--- config.mk ---
export PLATFORM = sky130hd
export DESIGN_NAME = wol_detector
export DESIGN_NICKNAME = d
export VERILOG_FILES = /design/src/shared/wol_pkg.sv /design/src/hdl/wol_detector.sv
export SDC_FILE = /design/constraint.sdc
export NUM_CORES = 1
export LEC_CHECK = 0
export ABC_CLOCK_PERIOD_IN_PS = 6400
export BUFFER_PORTS_ARGS = -buffer_cell sky130_fd_sc_hd__buf_2
export CORE_MARGIN = 10
export CORE_UTILIZATION = 60
export CTS_CLUSTER_DIAMETER = 100
export DETAILED_ROUTE_END_ITERATION = 7
export PLACE_DENSITY = 0.77
export SLEW_MARGIN = 5
export SYNTH_ARGS = -nofsm -noshare
export SYNTH_HDL_FRONTEND = slang
export SYNTH_SLANG_ARGS = --single-unit
--- constraint.sdc ---
create_clock -name clk_in -period 6.4 [get_ports clk_in]
set_clock_uncertainty 0.15 [all_clocks]
set_input_delay 0.64 -clock clk_in [delete_from_list [all_inputs] [get_ports clk_in]]
set_output_delay 0.64 -clock clk_in [all_outputs]
set_load 0.01 [all_outputs]
--- src/shared/wol_pkg.sv ---
// Constants, register map and state codes of the wake-on-LAN frame detector.
// Assumes a byte- or nibble-wide receive stream and a simple strobed register port.
// Behaviour
// - Scan frames addressed here while enabled
// - Accept own address or broadcast destination
// - Require sixteen back-to-back station address copies
// - Copies must follow six 0xFF sync bytes
// - Password must follow copies when enabled
// - Sequence may start at any byte
// - Bad CRC suppresses the wake indication
// - Valid wake frame raises interrupt when enabled
// - Optionally drive general-purpose wake pin
// - Same detection at all link speeds
// - One 64-byte pattern match also wakes
// - Separate broadcast and unicast wake enables
// - Configuration register at 0x0134
// - Status register at 0x0135
package wol_pkg;
	localparam int REG_W = 16;
	localparam int ADDR_W = 16;

	localparam logic [15:0] OFS_CFG = 16'h0134;
	localparam logic [15:0] OFS_STS = 16'h0135;
	localparam logic [15:0] OFS_MAC_HI = 16'h0136;
	localparam logic [15:0] OFS_MAC_MID = 16'h0137;
	localparam logic [15:0] OFS_MAC_LO = 16'h0138;
	localparam logic [15:0] OFS_PW_HI = 16'h0139;
	localparam logic [15:0] OFS_PW_MID = 16'h013A;
	localparam logic [15:0] OFS_PW_LO = 16'h013B;
	localparam logic [15:0] OFS_PAT = 16'h013C;
	localparam logic [15:0] OFS_IMASK = 16'h013D;
	localparam logic [15:0] OFS_ISTS = 16'h013E;

	// Configuration fields
	localparam int CFG_WAKE_EN = 0;
	localparam int CFG_BCAST_EN = 1;
	localparam int CFG_UCAST_EN = 2;
	localparam int CFG_PW_EN = 3;
	localparam int CFG_PAT_EN = 4;
	localparam int CFG_IRQ_EN = 5;
	localparam int CFG_GPIO_EN = 6;
	localparam logic [15:0] CFG_RST = 16'h0000;

	// Status fields
	localparam int STS_SEQ = 0;
	localparam int STS_PAT = 1;
	localparam int STS_CRC_BAD = 2;
	localparam int STS_FOUND = 3;

	// Interrupt status and mask fields
	localparam int IRQ_WAKE = 0;
	localparam int IRQ_CRC = 1;
	localparam logic [1:0] IMASK_RST = 2'h0;

	// Pattern write word: byte index and byte value
	localparam int PAT_IDX_LSB = 8;
	localparam int PAT_DATA_LSB = 0;

	localparam int MAC_BYTES = 6;
	localparam logic [2:0] LAST_BYTE = 3'h5;
	localparam logic [2:0] SYNC_LEN = 3'h6;
	localparam logic [3:0] LAST_REP = 4'hF;
	localparam logic [7:0] SYNC_BYTE = 8'hFF;
	localparam logic [31:0] CRC_INIT = 32'hFFFF_FFFF;
	localparam logic [31:0] CRC_POLY = 32'hEDB8_8320;
	localparam logic [31:0] CRC_RESIDUE = 32'hDEBB_20E3;

	typedef enum logic [1:0] {
		PH_HUNT = 2'b00,
		PH_ADDR = 2'b01,
		PH_PASS = 2'b10,
		PH_FOUND = 2'b11
	} wol_phase_t;
endpackage
--- src/hdl/wol_detector.sv ---
// Wake-on-LAN frame detector: sequence matcher, pattern matcher, CRC check, registers.
// Assumes receive signals synchronous to clk_in, one byte or nibble per valid strobe.
module wol_detector #(
	parameter int PAT_LEN = 64
) (
	input wire logic clk_in,
	input wire logic rstn_in,
	input wire logic rx_dv_in,
	input wire logic rx_er_in,
	input wire logic rx_valid_in,
	input wire logic [7:0] rx_data_in,
	input wire logic rx_nibble_mode_in,
	input wire logic [wol_pkg::ADDR_W-1:0] reg_addr_in,
	input wire logic [wol_pkg::REG_W-1:0] reg_wdata_in,
	input wire logic reg_wr_in,
	input wire logic reg_rd_in,
	output logic [wol_pkg::REG_W-1:0] reg_rdata_out,
	output logic irq_out,
	output logic wake_gpio_out
);
	import wol_pkg::*;

	localparam int PIW = $clog2(PAT_LEN);

	function automatic logic [31:0] crc_byte(input logic [31:0] c, input logic [7:0] b);
		logic [31:0] r;
		r = c ^ {24'h00_0000, b};
		for (int i = 0; i < 8; i++) begin
			r = r[0] ? ((r >> 1) ^ CRC_POLY) : (r >> 1);
		end
		return r;
	endfunction

	// First byte on the wire is the most significant byte of the word
	function automatic logic [7:0] sel_byte(input logic [47:0] w, input logic [2:0] idx);
		logic [7:0] r;
		r = 8'h00;
		for (int i = 0; i < MAC_BYTES; i++) begin
			if (idx == 3'(i)) begin
				r = w[47-8*i -: 8];
			end
		end
		return r;
	endfunction

	// A byte that breaks a run may itself open the next sync run
	function automatic logic [2:0] sync_restart(input logic [7:0] b);
		return (b == SYNC_BYTE) ? 3'h1 : 3'h0;
	endfunction

	// Register state
	logic [15:0] cfg_r, cfg_nxt;
	logic [47:0] mac_r, mac_nxt;
	logic [47:0] pw_r, pw_nxt;
	logic [1:0] imask_r, imask_nxt;
	logic [1:0] ists_r, ists_nxt;
	logic [3:0] stat_r, stat_nxt;
	logic [15:0] rdata_r, rdata_nxt;
	logic irq_r, irq_nxt;
	logic gpio_r, gpio_nxt;
	logic [7:0] pat_mem [PAT_LEN];

	// Frame state
	logic dv_q_r, dv_q_nxt;
	logic nib_have_r, nib_have_nxt;
	logic [3:0] nib_lo_r, nib_lo_nxt;
	wol_phase_t phase_r, phase_nxt;
	logic [2:0] sync_r, sync_nxt;
	logic [3:0] rep_r, rep_nxt;
	logic [2:0] idx_r, idx_nxt;
	logic [PIW:0] cnt_r, cnt_nxt;
	logic uc_r, uc_nxt;
	logic bc_r, bc_nxt;
	logic pat_ok_r, pat_ok_nxt;
	logic err_r, err_nxt;
	logic [31:0] crc_r, crc_nxt;

	logic byte_stb;
	logic [7:0] byte_val;
	logic frame_end;
	logic cand;
	logic seq_hit;
	logic pat_hit;
	logic crc_good;
	logic ev_wake;
	logic ev_crc;

	// Nibble-wide speeds are folded into bytes here so the matcher never sees the rate
	always_comb begin
		byte_stb = 1'b0;
		byte_val = rx_data_in;
		nib_have_nxt = nib_have_r;
		nib_lo_nxt = nib_lo_r;
		if (!rx_dv_in) begin
			nib_have_nxt = 1'b0;
		end else if (rx_valid_in) begin
			if (rx_nibble_mode_in) begin
				if (nib_have_r) begin
					byte_stb = 1'b1;
					byte_val = {rx_data_in[3:0], nib_lo_r};
					nib_have_nxt = 1'b0;
				end else begin
					nib_lo_nxt = rx_data_in[3:0];
					nib_have_nxt = 1'b1;
				end
			end else begin
				byte_stb = 1'b1;
			end
		end
	end

	always_ff @(posedge clk_in or negedge rstn_in) begin
		if (!rstn_in) begin
			nib_have_r <= 1'b0;
			nib_lo_r <= 4'h0;
		end else begin
			nib_have_r <= nib_have_nxt;
			nib_lo_r <= nib_lo_nxt;
		end
	end

	always_comb begin
		dv_q_nxt = rx_dv_in;
		phase_nxt = phase_r;
		sync_nxt = sync_r;
		rep_nxt = rep_r;
		idx_nxt = idx_r;
		cnt_nxt = cnt_r;
		uc_nxt = uc_r;
		bc_nxt = bc_r;
		pat_ok_nxt = pat_ok_r;
		err_nxt = err_r;
		crc_nxt = crc_r;
		if (rx_dv_in && !dv_q_r) begin
			phase_nxt = PH_HUNT;
			sync_nxt = 3'h0;
			rep_nxt = 4'h0;
			idx_nxt = 3'h0;
			cnt_nxt = '0;
			uc_nxt = 1'b1;
			bc_nxt = 1'b1;
			pat_ok_nxt = 1'b1;
			err_nxt = 1'b0;
			crc_nxt = CRC_INIT;
		end
		if (rx_dv_in && rx_er_in) begin
			err_nxt = 1'b1;
		end
		// Whole bytes only: a sequence off byte boundaries never matches
		if (byte_stb) begin
			crc_nxt = crc_byte(crc_nxt, byte_val);
			if (cnt_nxt < (PIW+1)'(MAC_BYTES)) begin
				uc_nxt = uc_nxt && (byte_val == sel_byte(mac_r, cnt_nxt[2:0]));
				bc_nxt = bc_nxt && (byte_val == SYNC_BYTE);
			end
			if (cnt_nxt < (PIW+1)'(PAT_LEN)) begin
				pat_ok_nxt = pat_ok_nxt && (byte_val == pat_mem[cnt_nxt[PIW-1:0]]);
				cnt_nxt = cnt_nxt + 1'b1;
			end
			// Matcher runs over every byte, so the sequence can start anywhere
			case (phase_nxt)
				PH_HUNT: begin
					if (sync_nxt == SYNC_LEN && byte_val == sel_byte(mac_r, 3'h0)) begin
						phase_nxt = PH_ADDR;
						idx_nxt = 3'h1;
						rep_nxt = 4'h0;
					end else if (byte_val == SYNC_BYTE) begin
						sync_nxt = (sync_nxt == SYNC_LEN) ? sync_nxt : sync_nxt + 3'h1;
					end else begin
						sync_nxt = 3'h0;
					end
				end
				PH_ADDR: begin
					if (byte_val == sel_byte(mac_r, idx_nxt)) begin
						if (idx_nxt == LAST_BYTE) begin
							idx_nxt = 3'h0;
							if (rep_nxt == LAST_REP) begin
								phase_nxt = cfg_r[CFG_PW_EN] ? PH_PASS : PH_FOUND;
							end else begin
								rep_nxt = rep_nxt + 4'h1;
							end
						end else begin
							idx_nxt = idx_nxt + 3'h1;
						end
					end else begin
						phase_nxt = PH_HUNT;
						sync_nxt = sync_restart(byte_val);
						idx_nxt = 3'h0;
						rep_nxt = 4'h0;
					end
				end
				PH_PASS: begin
					if (byte_val == sel_byte(pw_r, idx_nxt)) begin
						if (idx_nxt == LAST_BYTE) begin
							phase_nxt = PH_FOUND;
						end else begin
							idx_nxt = idx_nxt + 3'h1;
						end
					end else begin
						phase_nxt = PH_HUNT;
						sync_nxt = sync_restart(byte_val);
						idx_nxt = 3'h0;
						rep_nxt = 4'h0;
					end
				end
				PH_FOUND: begin
					phase_nxt = PH_FOUND;
				end
				default: begin
					phase_nxt = PH_HUNT;
				end
			endcase
		end
	end

	always_ff @(posedge clk_in or negedge rstn_in) begin
		if (!rstn_in) begin
			dv_q_r <= 1'b0;
			phase_r <= PH_HUNT;
			sync_r <= 3'h0;
			rep_r <= 4'h0;
			idx_r <= 3'h0;
			cnt_r <= '0;
			uc_r <= 1'b0;
			bc_r <= 1'b0;
			pat_ok_r <= 1'b0;
			err_r <= 1'b0;
			crc_r <= CRC_INIT;
		end else begin
			dv_q_r <= dv_q_nxt;
			phase_r <= phase_nxt;
			sync_r <= sync_nxt;
			rep_r <= rep_nxt;
			idx_r <= idx_nxt;
			cnt_r <= cnt_nxt;
			uc_r <= uc_nxt;
			bc_r <= bc_nxt;
			pat_ok_r <= pat_ok_nxt;
			err_r <= err_nxt;
			crc_r <= crc_nxt;
		end
	end

	// Verdict at the end of the frame, once the FCS has gone through the checker
	always_comb begin
		frame_end = dv_q_r && !rx_dv_in;
		cand = cfg_r[CFG_WAKE_EN] &&
			((uc_r && cfg_r[CFG_UCAST_EN]) || (bc_r && cfg_r[CFG_BCAST_EN]));
		seq_hit = (phase_r == PH_FOUND);
		// A frame shorter than the pattern cannot match it
		pat_hit = cfg_r[CFG_PAT_EN] && pat_ok_r && (cnt_r == (PIW+1)'(PAT_LEN));
		crc_good = (crc_r == CRC_RESIDUE) && !err_r;
		ev_wake = frame_end && cand && (seq_hit || pat_hit) && crc_good;
		ev_crc = frame_end && cand && (seq_hit || pat_hit) && !crc_good;
	end

	always_comb begin
		cfg_nxt = cfg_r;
		mac_nxt = mac_r;
		pw_nxt = pw_r;
		imask_nxt = imask_r;
		ists_nxt = ists_r;
		stat_nxt = stat_r;
		rdata_nxt = 16'h0000;
		if (reg_wr_in) begin
			case (reg_addr_in)
				OFS_CFG: cfg_nxt = reg_wdata_in;
				OFS_MAC_HI: mac_nxt[47:32] = reg_wdata_in;
				OFS_MAC_MID: mac_nxt[31:16] = reg_wdata_in;
				OFS_MAC_LO: mac_nxt[15:0] = reg_wdata_in;
				OFS_PW_HI: pw_nxt[47:32] = reg_wdata_in;
				OFS_PW_MID: pw_nxt[31:16] = reg_wdata_in;
				OFS_PW_LO: pw_nxt[15:0] = reg_wdata_in;
				OFS_IMASK: imask_nxt = reg_wdata_in[1:0];
				OFS_ISTS: ists_nxt = ists_r & ~reg_wdata_in[1:0];
				default: begin
				end
			endcase
		end
		// New events win over a clear in the same cycle
		if (ev_wake) begin
			ists_nxt[IRQ_WAKE] = 1'b1;
		end
		if (ev_crc) begin
			ists_nxt[IRQ_CRC] = 1'b1;
		end
		if (ev_wake || ev_crc) begin
			stat_nxt[STS_SEQ] = seq_hit;
			stat_nxt[STS_PAT] = pat_hit;
			stat_nxt[STS_CRC_BAD] = ev_crc;
		end
		stat_nxt[STS_FOUND] = (phase_nxt == PH_FOUND);
		if (reg_rd_in) begin
			case (reg_addr_in)
				OFS_CFG: rdata_nxt = cfg_r;
				OFS_STS: rdata_nxt = {12'h000, stat_r};
				OFS_MAC_HI: rdata_nxt = mac_r[47:32];
				OFS_MAC_MID: rdata_nxt = mac_r[31:16];
				OFS_MAC_LO: rdata_nxt = mac_r[15:0];
				OFS_PW_HI: rdata_nxt = pw_r[47:32];
				OFS_PW_MID: rdata_nxt = pw_r[31:16];
				OFS_PW_LO: rdata_nxt = pw_r[15:0];
				OFS_IMASK: rdata_nxt = {14'h0000, imask_r};
				OFS_ISTS: rdata_nxt = {14'h0000, ists_r};
				default: rdata_nxt = 16'h0000;
			endcase
		end
		irq_nxt = cfg_nxt[CFG_IRQ_EN] && |(ists_nxt & imask_nxt);
		gpio_nxt = cfg_nxt[CFG_GPIO_EN] && ists_nxt[IRQ_WAKE];
	end

	always_ff @(posedge clk_in or negedge rstn_in) begin
		if (!rstn_in) begin
			cfg_r <= CFG_RST;
			mac_r <= 48'h0000_0000_0000;
			pw_r <= 48'h0000_0000_0000;
			imask_r <= IMASK_RST;
			ists_r <= 2'h0;
			stat_r <= 4'h0;
			rdata_r <= 16'h0000;
			irq_r <= 1'b0;
			gpio_r <= 1'b0;
		end else begin
			cfg_r <= cfg_nxt;
			mac_r <= mac_nxt;
			pw_r <= pw_nxt;
			imask_r <= imask_nxt;
			ists_r <= ists_nxt;
			stat_r <= stat_nxt;
			rdata_r <= rdata_nxt;
			irq_r <= irq_nxt;
			gpio_r <= gpio_nxt;
		end
	end

	// Pattern storage has no reset; software loads it before enabling the match
	always_ff @(posedge clk_in) begin
		if (reg_wr_in && reg_addr_in == OFS_PAT) begin
			pat_mem[reg_wdata_in[PAT_IDX_LSB +: PIW]] <= reg_wdata_in[PAT_DATA_LSB +: 8];
		end
	end

	assign reg_rdata_out = rdata_r;
	assign irq_out = irq_r;
	assign wake_gpio_out = gpio_r;
endmodule

**Yosys cells after proc, flatten, opt, wreduce, memory -nomap -nowiden**

Memories as Yosys holds them, arrays and structs flattened.
Cells that the tools add are included.

- Multiply operators: 0
- Add/subtract/negate cells: 4
- Order comparisons: 2
- Reductions and logical operators: 41
- Equality and inequality tests: 38
- Shift-type cells: 0
- Divide/modulo/power cells: 0
- Bitwise gates (word level): 13
- Mux-type cells: 109

Operators with widths:

| operator | number |
|---|---|
| $mux 32 | 10 |
| $mux 8 | 30 |
| $eq 16x9->1 const B | 11 |
| $pmux 16 s10 | 1 |
| $not 13->14 | 8 |
| $mux 3 | 14 |
| $eq 8x8->1 | 5 |
| $mux 7 | 5 |
| $eq 32x32->1 const B | 1 |
| $xor 32x8->32 | 1 |
| $mux 4 | 7 |
| $mux 1 | 25 |
| $mux 2 | 12 |
| $logic_and 1x1->1 | 20 |
| $pmux 3 s3 | 2 |
| $mux 16 | 1 |
| $reduce_and 2->1 | 8 |
| $eq 3x3->1 const B | 5 |
| $eq 3x2->1 const B | 4 |
| $pmux 4 s3 | 1 |
| $eq 2x2->1 const B | 4 |
| $eq 8x8->1 const B | 1 |
| $pmux 2 s4 | 1 |
| $add 7x1->7 const B | 1 |
| other kinds (19) | 29 |

- Bits in read-only memories: 0
- RAM bits: 512
- Output and inout port bits: 18
- Latch bits: 0
- Register bits: 199
- Memories: 1

Memory list:

| name | words | width | rd ports | clocked after memory_dff | wr ports | line | source |
|---|---|---|---|---|---|---|---|
| pat_mem | 64 | 8 | 1 | 0 | 1 | wol_detector.sv:61 | `logic [7:0] pat_mem [PAT_LEN];` |

**Longest topological paths before layout**

Gate-level depths: netlist of run 1.

- Depth after elaboration: 22
- Gate-level depth with buffers: 22
- Mapped depth without buffers: 14

**Worst setup path after synthesis of run 1**

Ideal clock, no wire load.

- Path kind: input port to flip-flop
- Start point: in rx_dv_in
- End point: reg rep_r[2]
- Path slack: 1.343 ns
- Data required time: 6.168 ns
- Data arrival time: 4.826 ns
- Buffers on the path: 8
- Stages on the path: 21
- Library setup time: 0.082 ns
- Cell sequence: nand2b_1 > buf_2 > buf_1 > buf_1 > clkbuf_1 > buf_2 > clkbuf_1 > nand2_1 > inv_1 > ha_1 > clkbuf_1 > clkbuf_1 > a21oi_1 > o21ai_0 > nand3_1 > a31oi_1 > xnor2_1 > or4_4 > nor3_4 > a41oi_1 > a31oi_1

- Longest elaborated chain between the ends: 15
- Elaborated cells on any way between the ends: 46
- Classes of those cells: add/sub: 1; eq/ne: 12; mux: 29; reduce/logical: 4

Ends and longest elaborated chain:

| what | line | source |
|---|---|---|
| from (decl) | wol_detector.sv:8 | `input wire logic rx_dv_in,` |
| $logic_and 1x1->1 | wol_detector.sv:134 | `if (rx_dv_in && !dv_q_r) begin` |
| $mux 3 | wol_detector.sv:134 |  |
| $logic_not 3->1 | wol_detector.sv:39 | `if (idx == 3'(i)) begin` |
| $mux 8 (6 in series) | wol_detector.sv:39 |  |
| $mux 8 | wol_detector.sv:161 | `case (phase_nxt)` |
| $mux 8 | wol_detector.sv:150 | `if (byte_stb) begin` |
| $eq 8x8->1, on equally long branches | wol_detector.sv:193, wol_detector.sv:174 |  |
| $mux 4, on equally long branches | wol_detector.sv:193, wol_detector.sv:174 |  |
| $pmux 4 s3 | wol_detector.sv:161 |  |
| $mux 4 * | wol_detector.sv:150 |  |
| named net rep_nxt[2] | wol_detector.sv:69 | `logic [3:0] rep_r, rep_nxt;` |
| to (signal assigned) | wol_detector.sv:233 | `rep_r <= rep_nxt;` |
| to (decl) | wol_detector.sv:69 |  |

The timed path passes the listed nets; every way through them passes the cells marked *. The select of a mux whose other input is x is not followed.
A chain may end at the register's enable or synchronous reset.

**Final worst setup path of run 1**

- Start point: reg dv_q_r
- End point: reg idx_r[0]

- Longest elaborated chain between the ends: 16
- Elaborated cells on any way between the ends: 42
- Classes of those cells: add/sub: 1; eq/ne: 10; mux: 26; reduce/logical: 5

Ends and longest elaborated chain:

| what | line | source |
|---|---|---|
| from (decl) | wol_detector.sv:64 | `logic dv_q_r, dv_q_nxt;` |
| from (signal assigned) | wol_detector.sv:230 | `dv_q_r <= dv_q_nxt;` |
| $logic_not 1->1 * | wol_detector.sv:134 |  |
| $logic_and 1x1->1 * | wol_detector.sv:134 |  |
| $mux 3 | wol_detector.sv:134 |  |
| $logic_not 3->1 | wol_detector.sv:39 |  |
| $mux 8 (6 in series) | wol_detector.sv:39 |  |
| $mux 8 | wol_detector.sv:161 |  |
| $mux 8 | wol_detector.sv:150 |  |
| $eq 8x8->1, on equally long branches | wol_detector.sv:193, wol_detector.sv:174 |  |
| $mux 3, on equally long branches | wol_detector.sv:193, wol_detector.sv:174 |  |
| $pmux 3 s3 | wol_detector.sv:161 |  |
| $mux 3 * | wol_detector.sv:150 |  |
| named net idx_nxt[0] | wol_detector.sv:70 | `logic [2:0] idx_r, idx_nxt;` |
| to (signal assigned) | wol_detector.sv:234 | `idx_r <= idx_nxt;` |
| to (decl) | wol_detector.sv:70 |  |

Marks and branches as above.

==> results of run 1 <==
final cells by class:
cell class              instances  area (µm²)
flip-flops and latches        711       20400
fillers                      3762       17810
multi-input cells            1548       11370
clock buffers                  95        1948
well taps                     696       870.8
repair buffers                109       679.4
clock inverters                38       518.0
inverters                      30       112.6
state kept, by name, indices dropped and copies added, names as in the netlist, 2 cells and up:
register,flops
mac_r,48
pat_mem,512
imask_r,2
stat_r,4
reg_rdata_out,16
phase_r,2
ists_r,2
rep_r,4
crc_r,32
sync_r,3
cfg_r,16
pw_r,48
nib_lo_r,4
idx_r,3
cnt_r,7
cell usage after synthesis, drive strengths merged (30+ instances only):
library cell	n
o21ai	121
dfrtp	167
clkbuf	102
a31oi	42
nor2	182
nand2	148
nand3	46
o22ai	37
xnor2	60
a21oi	137
xor2	30
a22oi	41
mux4	41
edfxtp	512
buf	57
mux2i	75
mux2	150
dfstp	32
critical path, delay by kind of cell, from the launching register on:
family          cells  cell delay, ns
fa+ha+maj           2            0.67
buf+inv             2            0.38
simple gates        5            1.65
compound gates      5            1.37
flops               1            0.38
how the worst max path moves through the flow:
stage | from | endpoint | slack (ns) | depth (start not counted)
final | dv_q_r | idx_r[0] | 1.69 | 14
after global routing | dv_q_r | idx_r[0] | 1.46 | 14
after CTS | dv_q_r | idx_r[0] | 1.81 | 14
after detailed placement | rx_dv_in | idx_r[0] | 1.44 | 15
after global placement | rx_dv_in | rep_r[2] | 1.48 | 15
after floorplan | rx_dv_in | rep_r[2] | 1.34 | 21
per-layer routing:
| layer | track usage (%) | wire, µm |
|---|---|---|
| met5 | 0 | 0 |
| met4 | 13.58 | 4331 |
| met3 | 6.223 | 9852 |
| met2 | 45.67 | 44090 |
| met1 | 39.28 | 36070 |
kinds of logic after synthesis:
group | share of synthesized area (%)
buffers and inverters | 2.432
xor gates and xnor gates | 2.748
AOI/OAI and AO/OA | 12.05
DFF | 62.73
and+or+nand+nor | 8.890
muxes | 10.65
adders and majority gates | 0.5003
through the flow:
stage	util [%]	power [µW]	setup WS, ns
floorplan	-	6540	1.343
global placement	62.24	7014	1.477
detailed placement	62.24	7062	1.444
CTS	66.85	11380	1.812
global route	66.85	11710	1.465
finish	66.85	11380	1.689
timing repair:
| action | in CTS | in global routing |
|---|---|---|
| setup buffers | 0 | 0 |
| hold endpoints to repair | 43 | 0 |
| hold buffers | 1 | 0 |
where the power goes:
part | internal, µW | switching, µW
clock | 2550 | 1820
combinational | 690 | 1090
sequential | 5100 | 133
total | 8330 | 3050
==> insert_results.sql, run 1 <==
INSERT INTO impl_metrics (metric_group, metric, value, unit) VALUES
('power', 'cellLeakagePower', '0.01272', 'µW'),
('power', 'peakVddDrop', '351.3', 'µV'),
('global_route', 'pin_count_of_the_biggest_net_entering_global_routing', '123', ''),
('synthesis', 'synthDistinctLibCells', '86', ''),
('clocking', 'clkSlewWorstSetupHoldPaths', '0.06', 'ns'),
('layout', 'final_cell_count_no_fill', '3227', ''),
('outcome', 'result_of_the_run', 'finished, final reports clean', ''),
('die', 'io_pins', '66', ''),
('place', 'number_of_buffers_added_on_ports', '65', ''),
('critical_path', 'reg2reg_from', 'dv_q_r', ''),
('critical_path', 'required', '6.78', 'ns'),
('layout', 'final_cell_area', '0.03590', 'mm²'),
('sta', 'layout_worst_path_cycle_share', '73.62', '%'),
('worst_hold_path', 'hold_end', 'dv_q_r', ''),
('worst_hold_path', 'timing.hold.worst.start', 'rx_dv_in', ''),
('sta', 'max_freq', '0.2122', 'GHz'),
('route', 'dr.pass1.iters', '6', ''),
('global_route', 'first_global_vias', '21980', ''),
('route', 'viasPerCell', '6.941', ''),
('synthesis', 'yosys.area.top_type', 'edfxtp_1', ''),
('synthesis', 'postSynthNetCount', '2509', ''),
('clocking', 'root_buffer', 'clkbuf_16', ''),
('synthesis', 'ys_warn_count', '0', ''),
('synthesis', 'synth-edff-count', '512', ''),
('place', 'dpl_cell_area', '0.03343', 'mm²'),
('die', 'start_util', '60.54', '%'),
('route', 'route.detailed.wl_per_inst', '29.23', 'µm'),
('run', 'maxCapViolations', '0', ''),
('clocking', 'cts_repair_resize_count', '0', ''),
('clocking', 'clock_sinks', '711', ''),
('critical_path', 'crit_path_cell_trace', 'nand2b_4 -> nand2_1 -> inv_1 -> ha_1 -> ha_1 -> a21oi_1 -> buf_4 -> nand2_1 -> a222oi_1 -> o2111ai_1 -> or4_4 -> nor3_4 -> a21oi_1 -> o221ai_1', ''),
('clocking', 'tritoncts', 'built', ''),
('global_route', 'grt_antenna_before_repair', '1', ''),
('sta', 'timing.final.crit_period', '4.711', 'ns'),
('clocking', 'cts-buffers-inserted', '72', ''),
('layout', 'layout_common_cells', 'edfxtp_1, nor2_1, dfrtp_1, mux2_2, nand2_1', ''),
('critical_path', 'criticalPathCategory', 'reg -> reg', ''),
('layout', 'final_layout_size_suffix_gt1_share', '19.00', '%'),
('critical_path', 'critical_path.reg2reg.endpoint', 'idx_r[0]', ''),
('route', 'final_antenna_net_count', '0', ''),
('critical_path', 'setup.worst_path.start_class', 'register', ''),
('worst_hold_path', 'holdPathStages', '1', ''),
('critical_path', 'timing.reg2reg.worst_path_depth', '14', ''),
('route', 'drt_drc_violations_left', '0', ''),
('route', 'num_vias', '22400', ''),
('place', 'place.gp.congestion', '0.9689', ''),
('layout', 'finalNetCount', '2533', ''),
('synthesis', 'synth-async-reset-ratio', '27.99', '%'),
('die', 'core_region_area', '0.05371', 'mm²'),
('sta', 'final-setup-viol-count', '0', ''),
('critical_path', 'setup.reg_to_reg.worst_slack', '1.69', 'ns'),
('synthesis', 'yosysTopAreaCellShare', '47.29', '%'),
('critical_path', 'cp_slowest_stage_delay', '0.61', 'ns'),
('route', 'drt_first_iter_violations', '3117', ''),
('sta', 'maxSlewViolCount', '0', ''),
('sta', 'worst_pin_slew', '1.191', 'ns'),
('synthesis', 'synth-main-ff-cell', 'edfxtp_1', ''),
('critical_path', 'critical_path.max_fanout', '32', ''),
('die', 'die_h', '252.8', 'µm'),
('synthesis', 'syn-mean-instance-area', '13.28', 'µm²'),
('global_route', 'grt_util_all_layers', '29.36', '%'),
('global_route', 'global_route.overflow_total', '0', ''),
('die', 'placement_rows', '85', ''),
('critical_path', 'cp.arrival', '5.09', 'ns'),
('layout', 'area_growth', '10.43', '%'),
('place', 'place.detailed.instances', '3093', ''),
('synthesis', 'synth_area_leaders', 'edfxtp_1, dfrtp_1, mux2_2, mux4_2, dfstp_2', ''),
('layout', 'final_common_cell', 'edfxtp_1', ''),
('layout', 'antenna-diode-count', '0', ''),
('synthesis', 'synth_sequential_area_ratio', '62.73', '%'),
('sta', 'rsz0062_at_grt', 'no', '');
Note: power is estimated with default switching activity, not from simulation.
==> inputs of run 2 (changes only) <==
Settings changed: ABC_AREA from default to 1, ABC_CLOCK_PERIOD_IN_PS 6400 to 4059, CORE_UTILIZATION 60 to 57, PLACE_DENSITY 0.77 to 0.76.
Clock period 6.4 ns to 4.06 ns, I/O delays scaled along.
==> run 2 against run 1 <==
  * First-iteration DRC count up 16%
  * Sequential power grew 54%
  * Final area grew 3.8%
  * Sequential share of layout area down 2.1 points
  * Critical endpoint is now stat_r[3]
  * Critical path depth is 10 higher
  * Largest cell class unchanged
  * Synthesized cell count rose by 41%
  * Global-route usage shrank 1.6 points
  * Die area increased by 6.4%
  * Critical path type is now in -> reg
  * Utilization decreased by 2.0 points
  * Synthesized area increased by 1.6%
  * Setup slack lost 1.4 ns
  * Highest routed layer unchanged
  * Largest power group unchanged
  * Worst hold slack worse by 0.031 ns
==> insert_results.sql, run 2 <==
INSERT INTO impl_metrics (metric_group, metric, value, unit) VALUES
('outcome', 'result_of_the_run', 'finished, final reports clean', ''),
('sta', 'layout_worst_path_cycle_share', '92.72', '%'),
('layout', 'multiInputGateArea', '0.01101', 'mm²'),
('synthesis', 'synth_top_family_by_area', 'simple AND/OR/NAND/NOR gates', ''),
('global_route', 'grt_pass1_wl', '145700', 'µm'),
('synthesis', 'mux_share_of_post_synthesis_cell_area', '0.03410', '%'),
('critical_path', 'cp_common_cell', 'nand2_1', ''),
('die', 'die_h', '260.7', 'µm'),
('synthesis', 'synth-async-reset-ratio', '27.99', '%'),
('layout', 'final_layout_size_suffix_gt1_share', '11.48', '%'),
('critical_path', 'cp_slowest_cell', 'dlygate4sd3_1', ''),
('critical_path', 'crit_path_cell_trace', 'dlygate4sd3_1 -> buf_2 -> inv_1 -> nor2_4 -> nor2_1 -> ha_1 -> ha_1 -> clkinvlp_4 -> buf_4 -> o21ai_0 -> inv_1 -> nand2_1 -> nand2_1 -> nand2_1 -> nand2_1 -> nand2_1 -> nand2_1 -> nor2_1 -> nand2_1 -> nor2_1 -> nand2_1 -> nand3_1 -> nand3_1 -> a21oi_1', ''),
('worst_hold_path', 'hold_path.class', 'in -> reg', ''),
('route', 'viasPerCell', '5.931', ''),
('synthesis', 'syn-instance-count', '3445', ''),
('route', 'drt_drc_violations_left', '0', ''),
('synthesis', 'synth_simple_gate_area_share', '24.81', '%'),
('synthesis', 'synth_area_leaders', 'edfxtp_1, dfrtp_1, nand2_1, nand3_1, o21ai_0', ''),
('critical_path', 'critical_path.max_fanout', '17', ''),
('critical_path', 'required', '4.45', 'ns'),
('route', 'final_antenna_net_count', '0', ''),
('clocking', 'clock_sinks', '711', ''),
('synthesis', 'postSynthNetCount', '3506', ''),
('clocking', 'cts-buffers-inserted', '75', ''),
('die', 'start_util', '57.45', '%'),
('die', 'die_area', '0.06796', 'mm²'),
('route', 'route.detailed.wl_per_inst', '21.59', 'µm'),
('sta', 'final-setup-viol-count', '0', ''),
('synthesis', 'yosys.area.top_type', 'edfxtp_1', ''),
('clocking', 'ctsHtreeMaxLevel', '3', ''),
('sta', 'rsz0062_at_grt', 'no', ''),
('layout', 'area_growth', '12.85', '%'),
('die', 'placement_rows', '88', ''),
('place', 'place.detailed.instances', '4244', ''),
('die', 'chipWidth', '260.7', 'µm'),
('global_route', 'grt_util_all_layers', '27.78', '%'),
('synthesis', 'synth-main-ff-cell', 'edfxtp_1', ''),
('clocking', 'post-cts-setup-buffer-count', '0', ''),
('synthesis', 'synth-edff-count', '512', ''),
('route', 'drt_first_iter_violations', '3608', ''),
('sta', 'max_freq', '0.2656', 'GHz'),
('global_route', 'global_route.overflow_total', '0', ''),
('place', 'dpl_cell_area', '0.03479', 'mm²'),
('power', 'peakVddDrop', '394.2', 'µV'),
('clocking', 'tritoncts', 'built', ''),
('critical_path', 'setup.worst_path.start_class', 'primary input', ''),
('route', 'wirelength', '94780', 'µm'),
('synthesis', 'synth_commonest_cells', 'nand2_1, nand3_1, edfxtp_1, inv_1, o21ai_0', ''),
('clocking', 'root_buffer', 'clkbuf_16', ''),
('global_route', 'first_global_vias', '24350', ''),
('place', 'place.gp.congestion', '1.044', ''),
('synthesis', 'ys_warn_count', '0', ''),
('critical_path', 'cp_slowest_stage_delay', '0.53', 'ns'),
('critical_path', 'cp.arrival', '4.15', 'ns'),
('die', 'core_region_area', '0.05748', 'mm²'),
('route', 'num_vias', '26040', ''),
('sta', 'hold_violations', '0', ''),
('route', 'dr.pass1.iters', '6', ''),
('synthesis', 'syn-mean-instance-area', '9.585', 'µm²'),
('layout', 'register_area', '0.02039', 'mm²'),
('sta', 'maxSlewViolCount', '0', ''),
('global_route', 'grt_antenna_before_repair', '0', ''),
('synthesis', 'post-synth-top-count-cell', 'nand2_1', ''),
('synthesis', 'synth-compound-area-share', '5.782', '%'),
('sta', 'hold-worst-slack', '0.06103', 'ns'),
('synthesis', 'ys_seq_elements', '711', ''),
('layout', 'largest_register_ffs', '512', ''),
('layout', 'final_cell_count_no_fill', '4391', ''),
('critical_path', 'critPathCaptureType', 'register', ''),
('synthesis', 'yosys.area_share.xor_xnor', '2.126', '%'),
('synthesis', 'synth_sequential_area_ratio', '61.77', '%'),
('power', 'post-layout-total-power', '17360', 'µW'),
('clocking', 'ctsLongestPathBuffers', '3', ''),
('power', 'p_per_area', '465.9', 'mW/mm²'),
('global_route', 'pin_count_of_the_biggest_net_entering_global_routing', '100', ''),
('layout', 'finalNetCount', '3626', ''),
('synthesis', 'yosysTopAreaCellShare', '46.56', '%'),
('synthesis', 'yosys.area_share.adder', '0.4926', '%'),
('clocking', 'clock_latency', '0.64', 'ns'),
('layout', 'layout_common_cells', 'nand2_1, nand3_1, edfxtp_1, inv_1, o21ai_0', ''),
('layout', 'final_cell_area', '0.03726', 'mm²'),
('place', 'number_of_buffers_added_on_ports', '65', ''),
('layout', 'final_common_cell', 'nand2_1', ''),
('sta', 'worst_slew_margin_rel', '17.51', '%'),
('sta', 'totalNegativeSetupSlack', '0', 'ns'),
('critical_path', 'criticalPathCategory', 'in -> reg', ''),
('synthesis', 'synthDistinctLibCells', '53', ''),
('layout', 'num-fill-cells', '4547', ''),
('power', 'cellLeakagePower', '0.01478', 'µW'),
('clocking', 'clkSlewWorstSetupHoldPaths', '0.06', 'ns'),
('sta', 'worst_pin_slew', '1.206', 'ns'),
('place', 'hpwl', '62040', 'µm'),
('synthesis', 'synthesis.area', '0.03302', 'mm²'),
('run', 'maxCapViolations', '0', ''),
('die', 'io_pins', '66', ''),
('sta', 'timing.final.crit_period', '3.764', 'ns');
[run 2: cell types whose count changed after synthesis, sizes merged, moves of 22 or more]
cell,delta
nand2,+866
mux4,-41
mux2,-149
or3,-22
buf,+24
inv,+196
a31oi,-31
a22oi,-32
mux2i,-75
nand3,+593
nand2b,-28
a21oi,-110
xnor2,-31
o21ai,+101
[run 2: power by group]
part / internal, µW / switching [µW] / leakage, µW
logic: 865 / 1860 / 0.00640
registers: 7970 / 63.1 / 0.00724
clock network: 3760 / 2840 / 0.00114
total: 12600 / 4760 / 0.0148
[run 2: cells by family after synthesis]
family                   Yosys count
multiplexers                       1
buffers and inverters            412
XOR/XNOR                          69
flip-flops                       711
AND/OR/NAND/NOR                 1909
AO/OA/AOI/OAI                    330
adder cells (fa/ha/maj)           13
[run 2: metal layers]
metal	up-vias	global-route usage (%)	share of wire, %
met4	0	10.56	3.8
met3	215	5.139	9.7
met2	1444	43.35	47
met1	12420	38.30	40
li1	11960	-	-
met5	-	0	0
[run 2: final timing paths]
path                       startpoint          end  slack (ns)  cells after the start
setup / recovery             rx_dv_in    stat_r[3]        0.30                     24
hold / removal              reg_wr_in    ists_r[1]        0.06                      4
setup reg to reg               dv_q_r    stat_r[3]        0.38                     23
hold reg to reg              pw_r[11]     pw_r[11]        0.34                      2
max in group asynchronous     rstn_in    mac_r[46]        2.59                      3
min in group asynchronous     rstn_in  nib_lo_r[3]        0.30                      2
[run 2: cell type report]
class | instances | share of cell area, %
Timing Repair Buffer | 222 | 4.389
Clock buffer | 109 | 5.654
Sequential cell | 711 | 54.73
Tap cell | 765 | 2.569
Inverter | 233 | 2.387
Antenna cell | 2 | 0.01343
Multi-Input combinational cell | 2322 | 29.54
Clock inverter | 27 | 0.7118
[run 2: timing repair]
action                                  4_1_cts  5_1_grt
resized for setup                             0        1
endpoints found under the hold margin        98        0
endpoints found under the setup margin        0        1
hold buffers                                  9        0
[run 2: worst max-delay path, delay by kind of cell]
kind	cells	cell delay [ns]
compound gates	2	0.22
fa+ha+maj	2	0.45
buf+inv	6	1.47
simple gates	14	1.60
[run 2: through the flow]
stage	worst slack, ns	utilization, %
after floorplan	0.4620	-
after global placement	0.3735	60.53
after detailed placement	0.3278	60.53
after CTS	0.3907	64.82
after global routing	0.06122	64.83
final	0.2956	64.83
